## src/design/zphs_pkg.sv

```systemverilog
package zphs_pkg;
  localparam logic [3:0]  ZPHS_MODE_INDEX    = 4'hA;
  localparam logic [3:0]  ZPHS_MODE_RST      = 4'h0;
  localparam logic [15:0] ZPHS_SPEED_RST     = 16'h00C8;
  localparam logic [15:0] ZPHS_CREEP_RST     = 16'h0014;
  localparam logic [15:0] ZPHS_OFFSET_RST    = 16'h0000;
  localparam logic [15:0] ZPHS_COORD_RST     = 16'h0000;
  localparam logic [3:0]  ZPHS_SCALE_RST     = 4'h0;
  localparam logic [15:0] ZPHS_SPEED_MAX     = 16'hC350;
  // register byte addresses
  localparam logic [7:0]  ZPHS_A_CTRL        = 8'h00;
  localparam logic [7:0]  ZPHS_A_MODE        = 8'h04;
  localparam logic [7:0]  ZPHS_A_DIR         = 8'h08;
  localparam logic [7:0]  ZPHS_A_SPEED       = 8'h0C;
  localparam logic [7:0]  ZPHS_A_CREEP       = 8'h10;
  localparam logic [7:0]  ZPHS_A_OFFSET      = 8'h14;
  localparam logic [7:0]  ZPHS_A_COORD       = 8'h18;
  localparam logic [7:0]  ZPHS_A_SCALE       = 8'h1C;
  localparam logic [7:0]  ZPHS_A_STATUS      = 8'h20;
  localparam logic [7:0]  ZPHS_A_POS         = 8'h24;
  localparam logic [7:0]  ZPHS_A_ZPOS        = 8'h28;
  // ctrl bit positions
  localparam int          ZPHS_B_APPLY       = 0;
  localparam int          ZPHS_B_STOPPED     = 1;
  typedef enum logic [2:0] {
    ZPHS_IDLE  = 3'b000,
    ZPHS_SEEK  = 3'b001,
    ZPHS_BRAKE = 3'b010,
    ZPHS_CREEP = 3'b011,
    ZPHS_SETTL = 3'b100,
    ZPHS_DONE  = 3'b101
  } zphs_state_e;
endpackage

```

## src/design/zphs_sync.sv

```systemverilog
`timescale 1ns/1ps
`default_nettype none
module zphs_sync #(
  parameter int W = 3
) (
  input  wire logic         clk,
  input  wire logic         rst,
  input  wire logic [W-1:0] d,
  output logic      [W-1:0] q
);
  logic [W-1:0] meta_r;
  always_ff @(posedge clk or posedge rst) begin
    if (rst) begin
      meta_r <= '0;
      q      <= '0;
    end else begin
      meta_r <= d;
      q      <= meta_r;
    end
  end
endmodule
`default_nettype wire

```

## src/design/zphs_top.sv

```systemverilog
// Function
// - homing starts only while the active homing mode equals code A.
// - a forward or reverse start input begins homing at homing speed.
// - homing speed is commanded only until the first index pulse.
// - on the index pulse the motor is braked to standstill.
// - after the stop the approach runs at the separate creep speed.
// - the home point sits the offset in encoder counts past the index.
// - on completion the position is loaded with the home coordinate.
// - direction 0 homes toward rising counts, 1 toward falling counts.
// - homing complete rises only after a successful sequence.
// - mode, direction, coordinate and scale apply only on power cycle or a ctrl write with the apply bit set.
// - the scale exponent scales the home coordinate into position.
`timescale 1ns/1ps
`default_nettype none
module zphs_top
  import zphs_pkg::*;
#(
  parameter int PW = 32
) (
  input  wire logic          clk,
  input  wire logic          rst,
  input  wire logic          psel,
  input  wire logic          penable,
  input  wire logic          pwrite,
  input  wire logic [7:0]    paddr,
  input  wire logic [31:0]   pwdata,
  output logic      [31:0]   prdata,
  output logic               pready,
  output logic               pslverr,
  input  wire logic          start_forward,
  input  wire logic          start_reverse,
  input  wire logic          index_pulse,
  input  wire logic          power_cycle,
  input  wire logic [PW-1:0] encoder_count,
  output logic      [15:0]   speed_cmd,
  output logic               dir_decrement,
  output logic               brake_cmd,
  output logic               homing_complete,
  output logic               homing_busy,
  output logic      [PW-1:0] current_pos
);
  import zphs_pkg::*;

  zphs_state_e state_r;
  zphs_state_e state_nxt;

  logic [2:0] pin_s;
  wire  [2:0] pin_rise;
  logic       pwr_d_r;

  zphs_sync #(.W(3)) u_sync (
    .clk (clk),
    .rst (rst),
    .d   ({index_pulse, start_reverse, start_forward}),
    .q   (pin_s)
  );

  // one rising edge detector per synchronised pin
  for (genvar g = 0; g < 3; g++) begin : g_edge
    logic last_r;
    always_ff @(posedge clk or posedge rst) begin
      if (rst) begin
        last_r <= 1'b0;
      end else begin
        last_r <= pin_s[g];
      end
    end
    assign pin_rise[g] = pin_s[g] & ~last_r;
  end

  // pending parameters, written by software
  logic [3:0]  mode_wr_r;
  logic        dir_wr_r;
  logic [15:0] coord_wr_r;
  logic [3:0]  scale_wr_r;
  logic [15:0] homing_speed_r;
  logic [15:0] creep_speed_r;
  logic [15:0] home_offset_r;
  logic        stopped_r;
  // active copies, loaded only on power cycle or ctrl apply write; then the index latch and target
  logic [3:0]  homing_type_code;
  logic        homing_dir_code;
  logic [15:0] home_coordinate_code;
  logic [3:0]  feed_scale_exponent;
  logic [PW-1:0] zpos_r;
  logic [PW-1:0] target_r;

  wire stf_rise = pin_rise[0];
  wire str_rise = pin_rise[1];
  wire idx_rise = pin_rise[2];
  wire pwr_rise = power_cycle & ~pwr_d_r;
  wire start_ev = stf_rise | str_rise;
  wire mode_ok  = (homing_type_code == ZPHS_MODE_INDEX);

  wire wr_en  = psel & penable & pwrite;
  wire rd_sel = psel & ~penable & ~pwrite;

  function automatic logic hit(input logic [7:0] a, input logic [7:0] r);
    hit = (a == r);
  endfunction

  // register selects, shared by write and read paths
  wire sel_ctrl   = hit(paddr, ZPHS_A_CTRL);
  wire sel_mode   = hit(paddr, ZPHS_A_MODE);
  wire sel_dir    = hit(paddr, ZPHS_A_DIR);
  wire sel_speed  = hit(paddr, ZPHS_A_SPEED);
  wire sel_creep  = hit(paddr, ZPHS_A_CREEP);
  wire sel_offset = hit(paddr, ZPHS_A_OFFSET);
  wire sel_coord  = hit(paddr, ZPHS_A_COORD);
  wire sel_scale  = hit(paddr, ZPHS_A_SCALE);
  wire sel_status = hit(paddr, ZPHS_A_STATUS);
  wire sel_pos    = hit(paddr, ZPHS_A_POS);
  wire sel_zpos   = hit(paddr, ZPHS_A_ZPOS);

  function automatic logic [PW-1:0] pow10(input logic [3:0] e);
    logic [PW-1:0] v;
    v = {{(PW-1){1'b0}}, 1'b1};
    for (int i = 0; i < 9; i++) begin
      if (i < int'(e)) begin
        v = PW'(v * PW'(10));
      end
    end
    pow10 = v;
  endfunction

  wire [PW-1:0] coord_ext  = PW'($signed(home_coordinate_code));
  wire [PW-1:0] coord_phys = PW'(coord_ext * pow10(feed_scale_exponent));
  wire [PW-1:0] off_ext    = {{(PW-16){1'b0}}, home_offset_r};
  wire [PW-1:0] target_dn  = PW'(encoder_count - off_ext);
  wire [PW-1:0] target_up  = PW'(encoder_count + off_ext);
  wire          at_target  = (encoder_count == target_r);
  wire          mapped     = (paddr <= ZPHS_A_ZPOS) && (paddr[1:0] == 2'b00);

  wire [15:0] spd_lim = (homing_speed_r > ZPHS_SPEED_MAX) ?
                        ZPHS_SPEED_MAX : homing_speed_r;
  wire [15:0] crp_lim = (creep_speed_r > ZPHS_SPEED_MAX) ?
                        ZPHS_SPEED_MAX : creep_speed_r;

  // next values of the motion outputs
  wire        done_ev   = (state_r == ZPHS_SETTL) &&
                          (state_nxt == ZPHS_DONE);
  wire        busy_nxt  = (state_nxt != ZPHS_IDLE) &&
                          (state_nxt != ZPHS_DONE);
  wire        brake_nxt = (state_nxt == ZPHS_BRAKE) ||
                          (state_nxt == ZPHS_SETTL);
  wire [15:0] speed_nxt = (state_nxt == ZPHS_SEEK)  ? spd_lim :
                          (state_nxt == ZPHS_CREEP) ? crp_lim : 16'h0000;

  // read data selection
  wire [31:0] rd_word =
    sel_ctrl   ? {30'h0, stopped_r, 1'b0} :
    sel_mode   ? {28'h0, mode_wr_r} :
    sel_dir    ? {31'h0, dir_wr_r} :
    sel_speed  ? {16'h0, homing_speed_r} :
    sel_creep  ? {16'h0, creep_speed_r} :
    sel_offset ? {16'h0, home_offset_r} :
    sel_coord  ? {16'h0, coord_wr_r} :
    sel_scale  ? {28'h0, scale_wr_r} :
    sel_status ? {24'h0, homing_type_code, homing_complete, state_r} :
    sel_pos    ? 32'(current_pos) :
    sel_zpos   ? 32'(zpos_r) : 32'h0;

  always_comb begin
    state_nxt = state_r;
    case (state_r)
      ZPHS_IDLE: begin
        if (start_ev && mode_ok) begin
          state_nxt = ZPHS_SEEK;
        end
      end
      ZPHS_SEEK: begin
        if (idx_rise) begin
          state_nxt = ZPHS_BRAKE;
        end
      end
      ZPHS_BRAKE: begin
        if (stopped_r) begin
          state_nxt = ZPHS_CREEP;
        end
      end
      ZPHS_CREEP: begin
        if (at_target) begin
          state_nxt = ZPHS_SETTL;
        end
      end
      ZPHS_SETTL: begin
        if (stopped_r) begin
          state_nxt = ZPHS_DONE;
        end
      end
      ZPHS_DONE: begin
        if (start_ev && mode_ok) begin
          state_nxt = ZPHS_SEEK;
        end
      end
      default: state_nxt = ZPHS_IDLE;
    endcase
  end

  always_ff @(posedge clk or posedge rst) begin
    if (rst) begin
      state_r <= ZPHS_IDLE;
      pwr_d_r <= 1'b0;
    end else begin
      state_r <= state_nxt;
      pwr_d_r <= power_cycle;
    end
  end

  // pending registers, one short block each
  always_ff @(posedge clk or posedge rst) begin
    if (rst) begin
      stopped_r <= 1'b0;
    end else if (wr_en && sel_ctrl) begin
      stopped_r <= pwdata[ZPHS_B_STOPPED];
    end
  end

  always_ff @(posedge clk or posedge rst) begin
    if (rst) begin
      mode_wr_r <= ZPHS_MODE_RST;
    end else if (wr_en && sel_mode) begin
      mode_wr_r <= pwdata[3:0];
    end
  end

  always_ff @(posedge clk or posedge rst) begin
    if (rst) begin
      dir_wr_r <= 1'b0;
    end else if (wr_en && sel_dir) begin
      dir_wr_r <= pwdata[0];
    end
  end

  always_ff @(posedge clk or posedge rst) begin
    if (rst) begin
      homing_speed_r <= ZPHS_SPEED_RST;
    end else if (wr_en && sel_speed) begin
      homing_speed_r <= pwdata[15:0];
    end
  end

  always_ff @(posedge clk or posedge rst) begin
    if (rst) begin
      creep_speed_r <= ZPHS_CREEP_RST;
    end else if (wr_en && sel_creep) begin
      creep_speed_r <= pwdata[15:0];
    end
  end

  always_ff @(posedge clk or posedge rst) begin
    if (rst) begin
      home_offset_r <= ZPHS_OFFSET_RST;
    end else if (wr_en && sel_offset) begin
      home_offset_r <= pwdata[15:0];
    end
  end

  always_ff @(posedge clk or posedge rst) begin
    if (rst) begin
      coord_wr_r <= ZPHS_COORD_RST;
    end else if (wr_en && sel_coord) begin
      coord_wr_r <= pwdata[15:0];
    end
  end

  always_ff @(posedge clk or posedge rst) begin
    if (rst) begin
      scale_wr_r <= ZPHS_SCALE_RST;
    end else if (wr_en && sel_scale) begin
      scale_wr_r <= pwdata[3:0];
    end
  end

  wire apply_ev = pwr_rise |
                  (wr_en & hit(paddr, ZPHS_A_CTRL) & pwdata[ZPHS_B_APPLY]);

  // active copies follow the written values only on power cycle or ctrl apply write
  always_ff @(posedge clk or posedge rst) begin
    if (rst) begin
      homing_type_code     <= ZPHS_MODE_RST;
      homing_dir_code      <= 1'b0;
      home_coordinate_code <= ZPHS_COORD_RST;
      feed_scale_exponent  <= ZPHS_SCALE_RST;
    end else if (apply_ev) begin
      homing_type_code     <= mode_wr_r;
      homing_dir_code      <= dir_wr_r;
      home_coordinate_code <= coord_wr_r;
      feed_scale_exponent  <= scale_wr_r;
    end
  end

  // index latch and target
  always_ff @(posedge clk or posedge rst) begin
    if (rst) begin
      zpos_r   <= '0;
      target_r <= '0;
    end else if (state_r == ZPHS_SEEK && idx_rise) begin
      zpos_r   <= encoder_count;
      target_r <= homing_dir_code ? target_dn : target_up;
    end
  end

  // motion outputs
  always_ff @(posedge clk or posedge rst) begin
    if (rst) begin
      speed_cmd       <= '0;
      dir_decrement   <= 1'b0;
      brake_cmd       <= 1'b0;
      homing_complete <= 1'b0;
      homing_busy     <= 1'b0;
      current_pos     <= '0;
    end else begin
      dir_decrement <= homing_dir_code;
      homing_busy   <= busy_nxt;
      speed_cmd     <= speed_nxt;
      brake_cmd     <= brake_nxt;
      if (state_nxt == ZPHS_SEEK) begin
        homing_complete <= 1'b0;
      end else if (done_ev) begin
        homing_complete <= 1'b1;
        current_pos     <= coord_phys;
      end
    end
  end

  // apb read and answer, zero wait states
  always_ff @(posedge clk or posedge rst) begin
    if (rst) begin
      prdata  <= '0;
      pready  <= 1'b0;
      pslverr <= 1'b0;
    end else begin
      pready  <= psel & ~penable;
      pslverr <= psel & ~penable & ~mapped;
      if (rd_sel) begin
        prdata <= rd_word;
      end
    end
  end
endmodule
`default_nettype wire
```

## config.mk

```make
export PLATFORM = sky130hd
export DESIGN_NAME = zphs_top
export DESIGN_NICKNAME = d
export VERILOG_FILES = /design/src/design/zphs_pkg.sv /design/src/design/zphs_sync.sv /design/src/design/zphs_top.sv
export SDC_FILE = /design/constraint.sdc
export NUM_CORES = 1
export LEC_CHECK = 0
export ABC_AREA = 1
export BUFFER_PORTS_ARGS = -buffer_cell sky130_fd_sc_hd__buf_2
export CORE_MARGIN = 2
export CORE_UTILIZATION = 31
export DETAILED_ROUTE_END_ITERATION = 7
export SLEW_MARGIN = 20
export SYNTH_ARGS = -nofsm -noshare
export SYNTH_HDL_FRONTEND = slang
export SYNTH_HIERARCHICAL = 1
export SYNTH_SLANG_ARGS = --single-unit
```

## constraint.sdc

```tcl
create_clock -name clk -period 21 [get_ports clk]
set_input_delay 0 -clock clk [delete_from_list [all_inputs] [get_ports clk]]
set_output_delay 0 -clock clk [all_outputs]
set_load 0.02 [all_outputs]
```

==> results.sh <==
export IMPL_synth_seq_cells=262
export IMPL_max_freq_mhz=52.7
export IMPL_drt_total_wl_mm=111
export IMPL_first_iter_violations=2421
export IMPL_fin_ws_ns=2.03
export IMPL_leakagePower_nw=19.1
export IMPL_whs_ns=0.0280
export IMPL_worst_pin_slew_ns=1.17
export IMPL_yosysMostFrequentCell="nand2_1"
export IMPL_nets=5625
export IMPL_yosys_warnings=6
export IMPL_grt_pass1_vias=31700
export IMPL_gr_total_overflow=0
export IMPL_synthesis_area_mm2=0.0343
export IMPL_dr_total_vias=31700
export IMPL_synth_top_cells_by_count="nand2_1 (1217), inv_1 (777), nor2_1 (388)"
export IMPL_status="finished, final reports clean"
export IMPL_path_class="flop to flop"
export IMPL_drive_gt1_share_pct=6.25
export IMPL_num_io_pins=167
export IMPL_cts_root_buf="clkbuf_16"
export IMPL_fillCellCount=11700
export IMPL_clk_latency_ns=0.57
export IMPL_drc=0
export IMPL_ys_flop_type="dfrtp_1"
export IMPL_path_common_cell="nand2_1"
export IMPL_stdcell_area_mm2=0.0381
export IMPL_dieArea_mm2=0.113
export IMPL_initial_utilization_pct=31.4
export IMPL_grt_pass1_wl_mm=178
export IMPL_peakVddDrop_mv=0.0529
export IMPL_cts_buffers=28
export IMPL_ant_nets=0
export IMPL_std_cell_rows=121
export IMPL_insertedDiodeCount=0
export IMPL_first_pass_iters=6
export IMPL_clk_pin_slew_worst_paths_ns=0.07
export IMPL_power_mw=1.60
export IMPL_critPathCaptureType="flop"
export IMPL_hold_viol_final=0
export IMPL_ff_latch_area_mm2=0.00656
export IMPL_hp_class="input port to flop"
export IMPL_ys_top_cells_by_area="dfrtp_1 (19%), fa_1 (18%), nand2_1 (13%)"
export IMPL_fin_skew_ns=0.0180
export IMPL_multiInputGateArea_mm2=0.0242
export IMPL_instances_no_fill=6386
export IMPL_min_period_ns=18.97
export IMPL_syn2layout_area_growth_pct=11.3
export IMPL_rsz0062_at_grt="no"
export IMPL_crit_required_ns=21.50
export IMPL_tns_ns=0
export IMPL_synth_async_reset_ratio_pct=100
export IMPL_arrival_ns=19.47
export IMPL_finalCritPeriodShare_pct=90.3
export IMPL_cts_resized=0
export IMPL_core_mm2=0.109
export IMPL_path_max_fanout=23
export IMPL_routedWlPerCell_um=17.4
export IMPL_ys_seq_area_share_pct=19.2
export IMPL_syn_nets=5488
export IMPL_grtUsageTotal_pct=19.9
export IMPL_htreeDepth=1
export IMPL_portBuffers=150
export IMPL_start_kind="flop"
export IMPL_synth_cells=4751
export IMPL_placedCellCount=6272
export IMPL_dp_hpwl_mm=90.8
export IMPL_slew_headroom_pct=22.1
export IMPL_synth_top_cell_area_share_pct=18.8
export IMPL_synth_cell_types=56
export IMPL_syn_area_per_cell_um2=7.21
export IMPL_viasPerCell=4.97
export IMPL_worst_path_buf_inv=20
export IMPL_synth_area_leader_cell="dfrtp_1"
export IMPL_synth_edf_count=0
export IMPL_antenna_found_initial=1
export IMPL_grt_max_degree=108
export IMPL_drv_cap=0
export IMPL_path_delay_family="adder cells"
export IMPL_crit_path_top_delay_cell="dfrtp_1"
export IMPL_place_area_mm2=0.0366
export IMPL_routabilityCongestion=0.926
export IMPL_ctsLongestPathBuffers=3
export IMPL_die_w_um=336
export IMPL_slowest_delay_ns=0.93
export IMPL_place_ws_ns=2.20
export IMPL_finalSetupViolations=0
export IMPL_clock_sinks=262
export IMPL_powerDensity_mw_per_mm2=41.9
export IMPL_drv_slew=0
export IMPL_die_h_um=336
export IMPL_cts_tree="done"
export IMPL_postLayoutCoreUtil_pct=34.9
per-layer routing:
layer	part of all wire [%]	vias up	global-route usage (%)	routed length (um)
met4	3.8	0	6.95	4250
met3	6.1	187	2.21	6770
li1	-	15400	-	-
met1	44	15100	26.4	48600
met5	0	-	0	0
met2	46	1015	33.3	51700
worst reg2reg max path: cells and delay by family, from the launching register on:
family                     cells  cell delay, ns
and+or+nand+nor               45            5.91
AOI/OAI and AO/OA             10            1.94
DFF                            1            0.93
buffers and inverters         20            2.12
xor gates and xnor gates       1            0.17
adders and majority gates     21            7.85
kinds of logic (layout without fill, tap and decap cells):
kind of cell	count (synthesis)	count (layout)	synth area share, %
fa+ha+maj	656	656	30.8
mux	3	3	0.0950
buf+inv	925	1084	10.2
simple gates	2030	2030	24.5
compound gates	770	770	12.6
xor+xnor	105	105	2.69
flops	262	262	19.2
where the power goes:
part / internal, mW / switching, mW / total [mW] / leakage [nW]
sequential: 0.574 / 0.0530 / 0.627 / 3.47
clock: 0.300 / 0.225 / 0.525 / 0.470
combinational: 0.155 / 0.291 / 0.446 / 15.2
total: 1.03 / 0.569 / 1.60 / 19.1
path summary, 6_finish.rpt:
| path | from | end | slack [ns] | depth (start not counted) |
|---|---|---|---|---|
| setup / recovery | feed_scale_exponent[3] | current_pos[31] | 2.03 | 97 |
| hold / removal | psel | stopped_r | 0.03 | 5 |
| setup reg to reg | feed_scale_exponent[3] | current_pos[31] | 2.03 | 97 |
| hold reg to reg | u_sync/meta_r[2] | u_sync/q[2] | 0.34 | 0 |
| max in group asynchronous | rst | home_offset_r[11] | 19.32 | 4 |
| min in group asynchronous | rst | dir_decrement | 0.09 | 3 |
placed cells by master (no fill, tap or decap), types with 6 or more instances in the layout:
cell | Yosys | routed
a21boi_1 | 6 | 6
a21o_1 | 10 | 10
a21oi_1 | 227 | 227
a221oi_1 | 8 | 8
a22o_1 | 13 | 13
a31oi_1 | 31 | 31
and2_1 | 8 | 8
buf_2 | 10 | 150
buf_4 | 0 | 22
clkbuf_1 | 106 | 7
clkbuf_16 | 0 | 29
clkbuf_8 | 0 | 6
clkinv_1 | 11 | 11
dfrtp_1 | 257 | 257
dlygate4sd3_1 | 0 | 62
fa_1 | 312 | 312
ha_1 | 344 | 344
inv_1 | 777 | 776
inv_2 | 9 | 9
nand2_1 | 1217 | 1216
nand3_1 | 219 | 219
nand3b_1 | 13 | 13
nand4_1 | 65 | 65
nor2_1 | 388 | 385
nor3_1 | 48 | 48
nor4_1 | 12 | 12
o211ai_1 | 17 | 17
o21a_1 | 10 | 10
o21ai_0 | 341 | 340
o21ai_1 | 32 | 32
o21ai_2 | 8 | 8
o21bai_1 | 14 | 14
o221ai_1 | 7 | 7
o22ai_1 | 10 | 10
o31ai_1 | 14 | 14
or2_2 | 46 | 46
xnor2_1 | 49 | 49
xor2_1 | 56 | 56
timing repair:
| action | CTS | global route |
|---|---|---|
| hold endpoints to repair | 250 | 0 |
| hold buffers | 62 | 0 |
| buffers inserted | 0 | 0 |
flip-flops by register name, summed over array words and instances (netlist names), 32 cells and up:
signal	count
prdata	32
current_pos	32
zpos_r	32
target_r	32
area by class of cell:
cell class / instances / share of cell area [%]
timing repair buffer: 235 / 4.06
multi-input combinational: 3564 / 63.5
clock buffer: 42 / 2.19
tap: 1476 / 4.84
clock inverter: 10 / 0.302
sequential: 262 / 17.2
inverter: 797 / 7.87
(Power assumes the default switching activity.)
